File: src/pkg/pdml_map.vh
/*
  Constants for the power-down mode logic: register offsets, the select
  field layout, mode codes, reset values and timing counts.
  Assumes it is included by bare name from files under design/.
*/
`ifndef PDML_MAP_VH
`define PDML_MAP_VH

// =====================================================================
// Register map (word offsets on the plain register port)
`define PDML_ADDR_W 4
`define PDML_OFS_CSW 4'h0
`define PDML_OFS_IER 4'h1
`define PDML_OFS_STAT 4'h2

// =====================================================================
// Control status word fields and the IER non-maskable enable bit
`define PDML_PDS_HI 15
`define PDML_PDS_LO 10
`define PDML_GIE_BIT 0
`define PDML_NONMASKABLE_INT_ENABLE_BIT 1
`define PDML_CSW_RST 32'h0000_0000
`define PDML_IER_RST 32'h0000_0000
`define PDML_CSW_WMASK 32'h0000_FC01

// =====================================================================
// Select codes
`define PDML_PDS_NONE 6'h00
`define PDML_PDS_LS_EN 6'h09
`define PDML_PDS_LS_ANY 6'h11
`define PDML_PDS_HALT 6'h1A
`define PDML_PDS_PLLSTOP 6'h1C

// =====================================================================
// Timing
`define PDML_ENTRY_CYC 4'h9
`define PDML_LOCK_US 75
`define PDML_CLK_MHZ 200

`endif

File: src/design/pdml_entry_delay.v
/*
  Entry delay for a newly written power-down select code.
  Assumes the load pulse and code come from logic on the same clock.
*/
`timescale 1ns/10ps
`include "pdml_map.vh"

module pdml_entry_delay #(
  parameter [3:0] DELAY = `PDML_ENTRY_CYC
) (
  input wire ref_clk,
  input wire rst_n,
  input wire load,
  input wire [5:0] code,
  output reg [5:0] code_eff
);

  reg [3:0] cnt_q;
  reg [5:0] pend_q;

  // =====================================================================
  // Counter
  // A fresh write restarts the count so the last code written wins.
  always @(posedge ref_clk or negedge rst_n) begin
    if (!rst_n) begin
      cnt_q <= 4'h0;
      pend_q <= `PDML_PDS_NONE;
      code_eff <= `PDML_PDS_NONE;
    end else if (load) begin
      // The mode register behind this stage takes one more cycle, so the
      // count loads one short to land the new mode on the last cycle.
      cnt_q <= DELAY - 4'h1;
      pend_q <= code;
    end else if (cnt_q != 4'h0) begin
      cnt_q <= cnt_q - 4'h1;
      if (cnt_q == 4'h1) begin
        code_eff <= pend_q;
      end
    end
  end

endmodule

File: src/design/pdml_sync2.v
/*
  Two-flop synchroniser for a level from outside the clock domain.
  Assumes a slowly changing level input.
*/
`timescale 1ns/10ps

module pdml_sync2 (
  input wire ref_clk,
  input wire rst_n,
  input wire d,
  output reg q
);

  reg meta_q;

  always @(posedge ref_clk or negedge rst_n) begin
    if (!rst_n) begin
      meta_q <= 1'b0;
      q <= 1'b0;
    end else begin
      meta_q <= d;
      q <= meta_q;
    end
  end

endmodule

File: src/design/pdml_top.v
/*
  Power-down mode logic: select field decode, light sleep clock gating
  and wake-up, deep clock halt and PLL input stop modes, emulator mask
  and execution-command blocking, PLL relock wait after reset.
  A mode is entered only when the effective code changes, so writing the
  same code again does not start a second sleep.
  Assumes a plain register port on ref_clk, interrupt and emulator
  levels from outside the domain, and that clock gates themselves sit
  outside this block and obey the enable outputs.
*/
// Our own choices: the plain strobed port and the register offsets.
`timescale 1ns/10ps
`include "pdml_map.vh"

module pdml_top #(
  parameter integer LOCK_CYC = `PDML_LOCK_US * `PDML_CLK_MHZ
) (
  input wire ref_clk,
  input wire rst_n,
  input wire [3:0] reg_addr,
  input wire [31:0] reg_wdata,
  input wire reg_wr,
  input wire reg_rd,
  output reg [31:0] reg_rdata,
  input wire [15:0] int_req,
  input wire emu_present,
  input wire emu_reset,
  input wire emu_exec_req,
  input wire emu_pc_write,
  output wire cpu_clk_en,
  output wire int_logic_clk_en,
  output wire dma_clk_en,
  output wire pll_out_en,
  output wire ref_clk_gate_en,
  output wire ext_clk_pass,
  output wire io_hold,
  output reg isr_start,
  output reg resume_pulse,
  output reg emu_exec_ack,
  output reg emu_pc_write_ok,
  output wire cpu_run_ok,
  output wire [1:0] pd_state
);

  localparam [1:0] ST_RUN = 2'h0;
  localparam [1:0] ST_LIGHT = 2'h1;
  localparam [1:0] ST_HALT = 2'h2;
  localparam [1:0] ST_PLLSTOP = 2'h3;

  // =====================================================================
  // Synchronise outside levels
  wire [15:0] int_s;
  wire emu_present_s;
  wire emu_reset_s;
  wire emu_exec_s;
  wire emu_pcw_s;

  // Requests arrive from other domains, so each bit passes two flops; a
  // wake is therefore seen two cycles after the level appears.
  genvar gi;
  generate
    for (gi = 0; gi < 16; gi = gi + 1) begin : g_int_sync
      pdml_sync2 u_sync (
        .ref_clk(ref_clk),
        .rst_n(rst_n),
        .d(int_req[gi]),
        .q(int_s[gi])
      );
    end
  endgenerate

  pdml_sync2 u_sync_ep (
    .ref_clk(ref_clk),
    .rst_n(rst_n),
    .d(emu_present),
    .q(emu_present_s)
  );
  pdml_sync2 u_sync_er (
    .ref_clk(ref_clk),
    .rst_n(rst_n),
    .d(emu_reset),
    .q(emu_reset_s)
  );
  pdml_sync2 u_sync_ex (
    .ref_clk(ref_clk),
    .rst_n(rst_n),
    .d(emu_exec_req),
    .q(emu_exec_s)
  );
  pdml_sync2 u_sync_pw (
    .ref_clk(ref_clk),
    .rst_n(rst_n),
    .d(emu_pc_write),
    .q(emu_pcw_s)
  );

  // =====================================================================
  // Registers
  reg [31:0] csw_q;
  reg [31:0] ier_q;
  wire csw_wr = reg_wr && (reg_addr == `PDML_OFS_CSW);
  wire global_int_enable = csw_q[`PDML_GIE_BIT];
  wire nonmaskable_int_enable = ier_q[`PDML_NONMASKABLE_INT_ENABLE_BIT];
  wire [5:0] pds_wr = reg_wdata[`PDML_PDS_HI:`PDML_PDS_LO];

  // Whole field latched at once from one write; bit 15 is stored as
  // written so software reads back what it wrote.
  always @(posedge ref_clk or negedge rst_n) begin
    if (!rst_n) begin
      csw_q <= `PDML_CSW_RST;
      ier_q <= `PDML_IER_RST;
    end else if (reg_wr) begin
      if (reg_addr == `PDML_OFS_CSW) begin
        csw_q <= reg_wdata & `PDML_CSW_WMASK;
      end
      if (reg_addr == `PDML_OFS_IER) begin
        ier_q <= reg_wdata;
      end
    end
  end

  // =====================================================================
  // Entry delay
  // The delay stage and the mode register together give the nine cycles
  // between the write and the new mode.
  wire [5:0] pds_eff;
  pdml_entry_delay #(
    .DELAY(`PDML_ENTRY_CYC)
  ) u_entry (
    .ref_clk(ref_clk),
    .rst_n(rst_n),
    .load(csw_wr),
    .code(pds_wr),
    .code_eff(pds_eff)
  );

  // =====================================================================
  // Emulator mask, held until emulator reset or cable removal
  // A code that takes effect while masked is dropped, not deferred, so
  // removing the cable never starts a sleep on its own.
  reg emu_mask_q;
  always @(posedge ref_clk or negedge rst_n) begin
    if (!rst_n) begin
      emu_mask_q <= 1'b0;
    end else if (emu_reset_s || !emu_present_s) begin
      emu_mask_q <= 1'b0;
    end else begin
      emu_mask_q <= 1'b1;
    end
  end

  // =====================================================================
  // Mode state machine
  reg [1:0] st_q;
  reg [1:0] st_d;
  reg wake_any_q;
  reg wake_any_d;
  reg [5:0] last_eff_q;
  wire new_eff = (pds_eff != last_eff_q);
  wire int_en_hit = |(int_s & ier_q[15:0]);
  wire int_any_hit = |int_s;
  reg wake;
  reg wake_enabled;

  // An enabled request is tested first so wake_enabled is always set
  // when both wake paths apply at once.
  always @* begin
    st_d = st_q;
    wake_any_d = wake_any_q;
    wake = 1'b0;
    wake_enabled = 1'b0;
    case (st_q)
      ST_RUN: begin
        if (new_eff && !emu_mask_q) begin
          case (pds_eff)
            `PDML_PDS_LS_EN: begin
              st_d = ST_LIGHT;
              wake_any_d = 1'b0;
            end
            `PDML_PDS_LS_ANY: begin
              st_d = ST_LIGHT;
              wake_any_d = 1'b1;
            end
            `PDML_PDS_HALT: st_d = ST_HALT;
            `PDML_PDS_PLLSTOP: st_d = ST_PLLSTOP;
            default: st_d = ST_RUN;
          endcase
        end
      end
      ST_LIGHT: begin
        if (int_en_hit) begin
          wake = 1'b1;
          wake_enabled = 1'b1;
          st_d = ST_RUN;
        end else if (wake_any_q && int_any_hit) begin
          wake = 1'b1;
          st_d = ST_RUN;
        end
      end
      // Deep modes ignore every interrupt; only rst_n leaves them.
      ST_HALT: st_d = ST_HALT;
      ST_PLLSTOP: st_d = ST_PLLSTOP;
      default: st_d = ST_RUN;
    endcase
  end

  always @(posedge ref_clk or negedge rst_n) begin
    if (!rst_n) begin
      st_q <= ST_RUN;
      wake_any_q <= 1'b0;
      last_eff_q <= `PDML_PDS_NONE;
      isr_start <= 1'b0;
      resume_pulse <= 1'b0;
    end else begin
      st_q <= st_d;
      wake_any_q <= wake_any_d;
      last_eff_q <= pds_eff;
      isr_start <= wake && wake_enabled && global_int_enable && nonmaskable_int_enable;
      resume_pulse <= wake;
    end
  end

  // =====================================================================
  // PLL relock wait after reset; a relock is always assumed since the
  // block cannot tell after reset which mode was left.
  reg [31:0] lock_cnt_q;
  wire locked = (lock_cnt_q == 32'h0000_0000);
  always @(posedge ref_clk or negedge rst_n) begin
    if (!rst_n) begin
      lock_cnt_q <= 32'hFFFF_FFFF;
    end else if (lock_cnt_q == 32'hFFFF_FFFF) begin
      lock_cnt_q <= LOCK_CYC[31:0];
    end else if (!locked) begin
      lock_cnt_q <= lock_cnt_q - 32'h0000_0001;
    end
  end

  // =====================================================================
  // Clock enables, one row per mode
  reg cpu_row;
  reg core_row;
  reg pll_row;
  reg ref_row;
  wire deep = (st_q == ST_HALT) || (st_q == ST_PLLSTOP);

  always @* begin
    cpu_row = 1'b0;
    core_row = 1'b1;
    pll_row = 1'b1;
    ref_row = 1'b1;
    case (st_q)
      ST_RUN: begin
        cpu_row = 1'b1;
      end
      ST_LIGHT: begin
        // Only the CPU boundary is gated; interrupt logic and DMA run on,
        // which is what lets a request end the sleep at all.
        cpu_row = 1'b0;
      end
      ST_HALT: begin
        core_row = 1'b0;
        pll_row = 1'b0;
      end
      ST_PLLSTOP: begin
        core_row = 1'b0;
        ref_row = 1'b0;
      end
      default: begin
        cpu_row = 1'b0;
      end
    endcase
  end

  // The CPU also waits out the relock count after every reset.
  assign cpu_clk_en = cpu_row && locked;
  assign int_logic_clk_en = core_row;
  assign dma_clk_en = core_row;
  assign pll_out_en = pll_row;
  assign ref_clk_gate_en = ref_row;
  assign ext_clk_pass = 1'b1;
  // Registers here are never cleared on entry, so contents survive.
  assign io_hold = deep;
  assign cpu_run_ok = cpu_clk_en;
  assign pd_state = st_q;

  // =====================================================================
  // Emulator commands spin idle in deep modes
  always @(posedge ref_clk or negedge rst_n) begin
    if (!rst_n) begin
      emu_exec_ack <= 1'b0;
      emu_pc_write_ok <= 1'b0;
    end else begin
      emu_exec_ack <= emu_exec_s && !deep;
      emu_pc_write_ok <= emu_pcw_s && !deep;
    end
  end

  // =====================================================================
  // Read port
  // Read data stand only in the cycle after the strobe and are zero
  // otherwise, so a stale word is never taken for a fresh one.
  localparam integer STAT_W = 5;
  wire [STAT_W-1:0] stat_bits = {emu_mask_q, locked, wake_any_q, st_q};
  wire [31:0] stat_word = {{(32 - STAT_W){1'b0}}, stat_bits};

  always @(posedge ref_clk or negedge rst_n) begin
    if (!rst_n) begin
      reg_rdata <= 32'h0000_0000;
    end else if (reg_rd) begin
      case (reg_addr)
        `PDML_OFS_CSW: reg_rdata <= csw_q;
        `PDML_OFS_IER: reg_rdata <= ier_q;
        `PDML_OFS_STAT: reg_rdata <= stat_word;
        default: reg_rdata <= 32'h0000_0000;
      endcase
    end else begin
      reg_rdata <= 32'h0000_0000;
    end
  end

endmodule

File: config.mk
export PLATFORM = sky130hd
export DESIGN_NAME = pdml_top
export DESIGN_NICKNAME = d
export VERILOG_FILES = /design/src/design/pdml_entry_delay.v /design/src/design/pdml_sync2.v /design/src/design/pdml_top.v
export VERILOG_INCLUDE_DIRS = /design/src /design/src/pkg
export SDC_FILE = /design/constraint.sdc
export NUM_CORES = 1
export LEC_CHECK = 0
export ABC_CLOCK_PERIOD_IN_PS = 5620
export BUFFER_PORTS_ARGS = -buffer_cell sky130_fd_sc_hd__buf_2
export CORE_MARGIN = 5
export CORE_UTILIZATION = 55
export DETAILED_ROUTE_END_ITERATION = 7
export GPL_TIMING_DRIVEN = 0
export PLACE_DENSITY_LB_ADDON = 0.15
export SLEW_MARGIN = 20
export SYNTH_ARGS = -nofsm -noshare
export SYNTH_HDL_FRONTEND = slang
export SYNTH_SLANG_ARGS = --single-unit
File: constraint.sdc
create_clock -name ref_clk -period 5.62 [get_ports ref_clk]
set_input_delay 0.281 -clock ref_clk [delete_from_list [all_inputs] [get_ports ref_clk]]
set_output_delay 0.281 -clock ref_clk [all_outputs]
set_load 0.02 [all_outputs]
### Word level (Yosys, flattened, before mapping)

Index checks and enable logic that the tools add are counted.

* $add $sub $neg: 2
* mux-type cells: 22
* eq/ne operators: 15
* bitwise gates (word level): 2
* reduce and logical (&&, ||, !) cells: 29

Operator list (number)
* two-way mux 32 bit: 3
* one-hot mux 32 bit (3 select lines): 1
* == test 32 bit, second input constant: 1
* logical NOT 32 bit: 1
* OR reduction 16 bit: 2
* subtractor 32 x 1 -> 32 bit, second input constant: 1
* == test 6 x 5 -> 1 bit, second input constant: 3
* AND 16 bit: 1
* two-way mux 1 bit: 10
* logical AND 1 bit: 9
* == test 4 x 1 -> 1 bit, second input constant: 2
* two-way mux 4 bit: 2
* one-hot mux 2 bit (4 select lines): 1
* == test 6 x 4 -> 1 bit, second input constant: 1
* two-way mux 2 bit: 3
* != test 6 bit: 1
* one-hot mux 2 bit (3 select lines): 1
* AND reduction 2 bit: 3
* AND reduction 3 bit: 2
* == test 2 bit, second input constant: 2
* == test 4 x 2 -> 1 bit, second input constant: 1
* logical NOT 4 bit: 1
* nonzero test 2 bit: 2
* nonzero test 4 bit: 1
* other kinds (11): 15

* register bits: 173
* input bits: 60

### Depth between registers and ports, before layout

Gate-level depths: netlist (run 1).

* depth in word-level cells: 8
* depth in mapped cells: 8

### Cells and area by module

A second synthesis (run 1) with hierarchy kept.

* cell total of the unflattened synthesis: 542
* area total of the unflattened synthesis: 6901.6 um^2

By module, submodules not included
* pdml_top: area an instance 5187.5 um^2, cells an instance 453, times used 1
* pdml_sync2: area an instance 50.0 um^2, cells an instance 2, times used 20
* pdml_entry_delay: area an instance 713.2 um^2, cells an instance 49, times used 1

### Worst setup path after synthesis (run 1)

OpenSTA, ideal clock, no wires.

* kind: register to output
* start point: register lock_cnt_q[0]
* end point: output cpu_run_ok
* slack: 2840 ps
* data required time: 5339 ps
* buffers on the path: 1
* stages on the path, launching flop included: 8
* arrival time: 2499 ps
* path through: dfstp_2 -> inv_1 -> ha_1 -> nor3b_1 -> nand4_1 -> or3_1 -> nor3_1 -> buf_4

* longest elaborated chain between the ends: 2

Ends and longest elaborated chain
* start, declared: line pdml_top.v:226 `reg [31:0] lock_cnt_q;`
* start signal, assigned: line pdml_top.v:232 `lock_cnt_q <= LOCK_CYC[31:0];`
* start signal, assigned: line pdml_top.v:234 `lock_cnt_q <= lock_cnt_q - 32'h0000_0001;`
* logical NOT 32 bit: line pdml_top.v:227 `wire locked = (lock_cnt_q == 32'h0000_0000);`
* logical AND 1 bit: line pdml_top.v:275 `assign cpu_clk_en = cpu_row && locked;`
* end, declared: line pdml_top.v:41 `output wire cpu_run_ok,`

Every way passes these cells.

### Final worst setup path (run 1)

Ends and elaborated chain as after synthesis.

==> results of run 1 <==
==> placed cells by master (no fill, tap or decap), types with 5 or more instances in the layout <==
cell type,synthesis,routed
xor2_1,9,9
mux2_2,38,38
buf_2,2,105
dfrtp_1,135,135
or3_1,6,6
o311ai_0,8,8
clkbuf_16,0,17
or4_1,6,6
and2_1,22,22
inv_1,7,7
dfstp_2,32,32
nor2b_1,6,6
inv_6,0,6
dlygate4sd3_1,0,21
xnor2_1,8,8
nand4_1,9,9
nor2_1,25,25
o31ai_1,5,5
o41ai_1,10,10
clkbuf_1,15,16
nand2_1,44,44
o21ai_0,5,5
nor3_1,11,10
nand3_1,6,6
mux2i_1,14,14
nor4_1,16,16
==> sequential cells by signal, summed over array words and instances, names as in the netlist, 2 cells and up <==
| register | cells |
|---|---|
| u_entry.pend_q | 6 |
| reg_rdata | 32 |
| g_int_sync.u_sync.q | 16 |
| u_entry.cnt_q | 4 |
| lock_cnt_q | 32 |
| last_eff_q | 6 |
| g_int_sync.u_sync.meta_q | 16 |
| u_entry.code_eff | 6 |
| pd_state | 2 |
| ier_q | 32 |
==> worst max-delay path, stage by stage, from the launching register on <==
cell and delay [ns]:
dfstp_2 0.39, inv_1 0.09, ha_1 0.18, nor3b_1 0.44, nand4_1 0.42, or3_1 0.57, nor3_1 0.24, buf_4 0.15
buf_2 0.15
==> cells in the mapped netlist, types with 2 or more instances <==
cell type  count  area [um^2]
or3_1          6         37.5
o41ai_1       10         87.6
nand2_1       44          165
nor3_1        11         55.1
o311ai_0       8         70.1
or2_2          4         25.0
xnor2_1        8         70.1
and3_1         2         12.5
a22o_1         4         35.0
nand4_1        9         56.3
or4_4          2         22.5
nor4_4         2         42.5
xor2_1         9         78.8
nand3_1        6         30.0
o21ai_0        5         25.0
nor4_1        16          100
buf_2          2         10.0
clkbuf_1      15         56.3
nor2_1        25         93.8
dfstp_2       32          841
dfrtp_1      135         3380
nand2b_1       2         12.5
inv_1          7         26.3
a21oi_1        4         20.0
mux2_2        38          428
o211ai_1       4         30.0
a221oi_1       4         35.0
nand3b_1       4         30.0
a22oi_1        4         30.0
mux2i_1       14          140
or4_1          6         45.0
ha_1           4         50.1
and2_1        22          138
buf_4          4         30.0
nor2b_1        6         37.5
nor3b_1        2         15.0
o31ai_1        5         37.5
buf_1          2         7.51
==> timing repair <==
item	in CTS	in global routing
endpoints found under the hold margin	71	0
buffers inserted	0	0
resized for setup	0	0
hold buffers	21	0
endpoints found under the setup margin	0	0
==> power groups by stage <==
stage	Combinational, mW	Sequential [mW]	Clock, mW
6_report	0.428	1.46	1.13
5_1_grt	0.477	1.48	1.21
2_1_floorplan	0.277	1.46	0
4_1_cts	0.435	1.46	1.15
3_5_place_dp	0.419	1.48	0
3_3_place_gp	0.401	1.47	0
==> cells by family after synthesis <==
group / count (synthesis) / share of synthesized area [%]
and+or+nand+nor: 176 / 15.1
buffers and inverters: 30 / 1.99
muxes: 52 / 8.68
AOI/OAI and AO/OA: 56 / 6.73
DFF: 167 / 64.4
other: 1 / 0.0573
xor gates and xnor gates: 17 / 2.27
adders and majority gates: 4 / 0.764
==> worst max path at each step <==
stage / startpoint / end / slack, ns / cells past startpoint
2_1_floorplan: lock_cnt_q[0]$_DFFE_PN1P_ / cpu_run_ok / 2.84 / 7
5_1_grt: lock_cnt_q[0]$_DFFE_PN1P_ / cpu_run_ok / 1.94 / 8
3_3_place_gp: rst_n / ier_q[26]$_DFFE_PN0P_ / 1.93 / 1
3_5_place_dp: lock_cnt_q[0]$_DFFE_PN1P_ / cpu_run_ok / 2.74 / 8
4_1_cts: lock_cnt_q[0]$_DFFE_PN1P_ / cpu_run_ok / 2.23 / 8
6_report: lock_cnt_q[0]$_DFFE_PN1P_ / cpu_run_ok / 2.28 / 8
==> stage by stage <==
step | power [mW] | instances | util, % | area, um^2 | setup WS, ns
CTS | 3.05 | 804 | 69.8 | 8080 | 2.23
finish | 3.02 | 805 | 69.9 | 8080 | 2.28
global placement | 1.87 | 750 | 62.7 | 7250 | 1.93
global route | 3.17 | 805 | 69.9 | 8080 | 1.94
detailed placement | 1.90 | 751 | 63.0 | 7280 | 2.74
floorplan | 1.74 | 503 | - | 6550 | 2.84
==> routing by layer <==
metal	track usage [%]	vias up	part of all wire (%)
met2	32.0	133	48
met4	7.82	2	1.6
met1	26.6	2182	43
met5	0	-	0.12
li1	-	2104	-
met3	7.77	20	7.5
==> cell type report <==
cell class                      count  area [um^2]
Clock buffer                       21          470
Buffer                             23          104
Timing Repair Buffer              126          768
Inverter                            7         26.3
Fill cell                         818         3480
Multi-Input combinational cell    306         2200
Clock inverter                     11          110
Antenna cell                        1         2.50
Sequential cell                   167         4220
Tap cell                          143          179
==> results_dict.tcl, run 1 <==
set metrics [dict create \
    crit_fanout 9 \
    pwr-share-comb_pct 14.2 \
    totalWireLength_mm 13.6 \
    maxCapViolations 0 \
    intPower_mw 2.21 \
    fmax_ghz 0.299 \
    finalClockSkew_ns 0.0120 \
    power_density_nw_per_um2 373 \
    worstHoldStart "reg_wdata[0]" \
    switchingPower_mw 0.806 \
    p_sw_share_pct 26.7 \
    leakage_nw 3.86 \
    cp.required_ns 5.34 \
    h-tree-depth 4 \
    vias 4441 \
    place.gp.congestion 0.915 \
    postSynthRegisterBits 167 \
    clk_path_buf_depth 2 \
    r2r-end "lock_cnt_q[23]$_DFFE_PN1P_" \
    period_share_pct 59.4 \
    async_flop_share_pct 100 \
    path_class "flip-flop to primary output" \
    seq_area_frac_synth_pct 64.4 \
    worstMarginPinSlew_ns 0.705 \
    reg2reg_depth 8 \
    syn_to_final_growth_pct 23.4 \
    synthFlopType "dfrtp_1" \
    r2r_start "lock_cnt_q[0]$_DFFE_PN1P_" \
    clockPowerShare_pct 37.4 \
    clkTransAtPathRegs_ns 0.06 \
    synth_area_per_cell_um2 13.0 \
    synth_edf_count 0 \
    tritoncts "yes" \
    period_needed_ns 3.34 \
    relSlewSlack_pct 53.0 \
    fin_setup_tns_ns 0 \
    antenna_found_initial 2 \
    drc 0 \
    drive_above_1_share_pct 33.9 \
    num_rows 39 \
    ff2ff_setup_slack_ns 2.87 \
    rsz0062_at_grt "false" \
    dieWidth_um 119 \
    setup_viol 0 \
    io_pins 106 \
    grt_start_max_net_pins 103 \
    status "completed" \
    power_frac_seq_pct 48.4 \
    initial_utilization_pct 56.6 \
    synth_nets 567 \
    grt_first_pass_wirelength_mm 22.9 \
    vdd_drop_max_v 0.000241 \
    synth.distinct_cells 54 \
    cp-end-kind "primary output" \
    die_h_um 119 \
    dieArea_um2 14200 \
    vias_per_cell 5.52 \
    numCtsBuffers 17 \
    cts_root_buf "clkbuf_16" \
    hpwl_mm 9.49 \
    whs_path_depth 3 \
    ys.warnings.count 0 \
    syn_area_um2 6550 \
    drtIter0Drc 271 \
    final_hold_viol_count 0 \
    slew_viol_final 0 \
    track_usage_pct 20.6 \
    hold_ws_ns 0.0593 \
    postRouteAntennaNets 0 \
    core_area_um2 11600 \
    worstHoldPathType "primary input to flip-flop" \
    drtPass1Iterations 4 \
    layout.nets 712 \
    startpoint_type "flip-flop" \
    wl_per_cell_um 16.9 \
    grt_pass1_vias 4559 \
    clk_latency_ns 0.43 \
    critPathArrivalTime_ns 3.06 \
    port-buffer-count 104 \
    grt-ovfl-total 0 \
    clock_sinks 167 \
    syn_inst 503 \
    hold-path-endpoint "csw_q[0]$_DFFE_PN0P_" \
]
Note: power is estimated with default switching activity, not from simulation.
==> run 2: changes to the inputs <==
--- a/config.mk
+++ b/config.mk
@@ -6,7 +6,7 @@
 export SDC_FILE = /design/constraint.sdc
 export NUM_CORES = 1
 export LEC_CHECK = 0
-export ABC_CLOCK_PERIOD_IN_PS = 5620
+export ABC_CLOCK_PERIOD_IN_PS = 3400
 export BUFFER_PORTS_ARGS = -buffer_cell sky130_fd_sc_hd__buf_2
 export CORE_MARGIN = 5
 export CORE_UTILIZATION = 55
==> constraint.sdc (replaced) <==
create_clock -name ref_clk -period 3.4 [get_ports ref_clk]
set_input_delay 0.17 -clock ref_clk [delete_from_list [all_inputs] [get_ports ref_clk]]
set_output_delay 0.17 -clock ref_clk [all_outputs]
set_load 0.02 [all_outputs]
==> run 2 against run 1 <==
- clock-buffer cell count stayed put
- final cell count rose by 4.0%
- worst setup slack got worse by 1.9 ns
- clock power rose by 65%
- final area increased by 4.0%
- routed wire length is 6.2% higher
- die area stayed put
- combinational power increased by 74%
- register-to-register slack got worse by 2.0 ns
==> results_dict.tcl, run 2 (same netlist as run 1, synthesis figures left out) <==
set metrics [dict create \
    antenna_found_initial 1 \
    vias_per_cell 5.47 \
    worstHoldStart "reg_rd" \
    finalNonFillerCells 837 \
    place.gp.congestion 0.915 \
    track_usage_pct 21.7 \
    final_cell_mix "135 x dfrtp_1, 105 x buf_2, 53 x dlygate4sd3_1, 44 x nand2_1, 38 x mux2_2" \
    totalWireLength_mm 14.4 \
    crit_chain "inv_1, ha_1, nor3b_2, nand4_1, or3_1, nor3_1, buf_4, buf_2" \
    slowest_delay_ns 0.56 \
    critPathLaunch "lock_cnt_q[0]$_DFFE_PN1P_" \
    die_h_um 119 \
    grt_use_met1_pct 27.6 \
    fmax_ghz 0.330 \
    grt_first_pass_wirelength_mm 24.1 \
    dp.cells 751 \
    tritoncts "yes" \
    grt_start_max_net_pins 103 \
    seq_area_um2 4220 \
    critPathArrivalTime_ns 2.86 \
    cts_setup_buffers 0 \
    leakage_nw 4.00 \
    drive_above_1_share_pct 32.5 \
    relSlewSlack_pct 51.9 \
    critPathSlowestCell "or3_1" \
    numCtsBuffers 17 \
    dieWidth_um 119 \
    hpwl_mm 9.49 \
    rsz0062_at_grt "false" \
    status "completed" \
    cp-end-kind "primary output" \
    final_hold_viol_count 0 \
    slew_viol_final 0 \
    reg2reg_depth 8 \
    grt.busiest_layer "met2" \
    cp-endpoint "cpu_run_ok" \
    period_needed_ns 3.03 \
    worstMarginPinSlew_ns 0.721 \
    postRouteAntennaNets 0 \
    drtPass1Iterations 5 \
    finalClockSkew_ns 0.0152 \
    core_area_um2 11600 \
    r2r_start "lock_cnt_q[0]$_DFFE_PN1P_" \
    clkTransAtPathRegs_ns 0.06 \
    grt_use_met2_pct 34.8 \
    clock_sinks 167 \
    port-buffer-count 104 \
    syn_to_final_growth_pct 28.4 \
    period_share_pct 89.1 \
    dieArea_um2 14200 \
    ff2ff_setup_slack_ns 0.84 \
    hold_ws_ns 0.123 \
    h-tree-depth 4 \
    power_density_nw_per_um2 598 \
    cts_root_buf "clkbuf_16" \
    r2r-end "lock_cnt_q[23]$_DFFE_PN1P_" \
    top_regs "ier_q x32, lock_cnt_q x32, reg_rdata x32" \
    drc 0 \
    layout.nets 744 \
    crit_fanout 9 \
    worstHoldPathType "primary input to flip-flop" \
    initial_utilization_pct 56.6 \
    setup_viol 0 \
    num_rows 39 \
    maxCapViolations 0 \
    multi_input_area_um2 2210 \
    grtUsageMet3_pct 7.54 \
    final_common_cell "dfrtp_1" \
    place_area_um2 7280 \
    io_pins 106 \
    vias 4575 \
    grt-ovfl-total 0 \
    wl_per_cell_um 17.3 \
    path_class "flip-flop to primary output" \
    grt_pass1_vias 4797 \
    clk_latency_ns 0.43 \
    stdcell_area_um2 8410 \
    vdd_drop_max_v 0.000436 \
    drtIter0Drc 277 \
    fin_util_pct 72.7 \
    fillers 770 \
    cp.required_ns 3.23 \
    clk_path_buf_depth 2 \
    startpoint_type "flip-flop" \
]
## run 2: changes by cell type in the layout (fill, tap and decap cells not counted), sizes merged
cell | previous run | this run
dlygate4sd3 | 21 | 53
## run 2: worst min path at each step
stage | endpoint | slack [ns] | cells after the start
2_1_floorplan | csw_q[0]$_DFFE_PN0P_ | -0.13 | 0
3_3_place_gp | g_int_sync[12].u_sync.meta_q$_DFF_PN0_ | 0.28 | 1
3_5_place_dp | reg_rdata[8]$_DFF_PN0_ | 0.14 | 1
4_1_cts | reg_rdata[0]$_DFF_PN0_ | 0.1 | 3
5_1_grt | reg_rdata[0]$_DFF_PN0_ | 0.13 | 3
6_report | reg_rdata[0]$_DFF_PN0_ | 0.12 | 3
## run 2: area by class of cell
class                   instances  area share [%]
diodes                          1          0.0298
multi-input cells             306            26.3
inverters                       7           0.313
clock buffers                  21            5.60
flip-flops and latches        167            50.2
plain buffers                  23            1.24
clock inverters                11            1.31
repair buffers                158            12.9
well taps                     143            2.13
## run 2: power by group
group          total [mW]  switching, mW  internal, mW
clock network        1.87          0.790          1.08
logic               0.746          0.373         0.372
registers            2.42          0.187          2.23
total                5.03           1.35          3.68
## run 2: layer usage
| layer | share of wire [%] | up-vias |
|---|---|---|
| li1 | - | 2166 |
| met1 | 42 | 2260 |
| met2 | 50 | 134 |
| met3 | 6.7 | 15 |
| met4 | 1.2 | 0 |
| met5 | 0 | - |
## run 2: per-stage QoR
stage | total power [mW] | TNS [ns] | setup WS (ns)
2_1_floorplan | 2.87 | 0 | 0.731
3_3_place_gp | 3.09 | -22.77 | -0.176
3_5_place_dp | 3.14 | 0 | 0.629
4_1_cts | 5.06 | 0 | 0.124
5_1_grt | 5.28 | 0 | 0.105
6_report | 5.03 | 0 | 0.370
## run 2: critical path, delay by kind of cell (launching register included)
family	cells	cell delay, ns
buf+inv	3	0.40
simple gates	4	1.47
fa+ha+maj	1	0.18
flops	1	0.39
## run 2: what timing repair did
| action | CTS | global route |
|---|---|---|
| hold buffers | 53 | 0 |
| gates resized for setup | 0 | 1 |
| endpoints found under the setup margin | 0 | 2 |
| hold endpoints to repair | 108 | 0 |
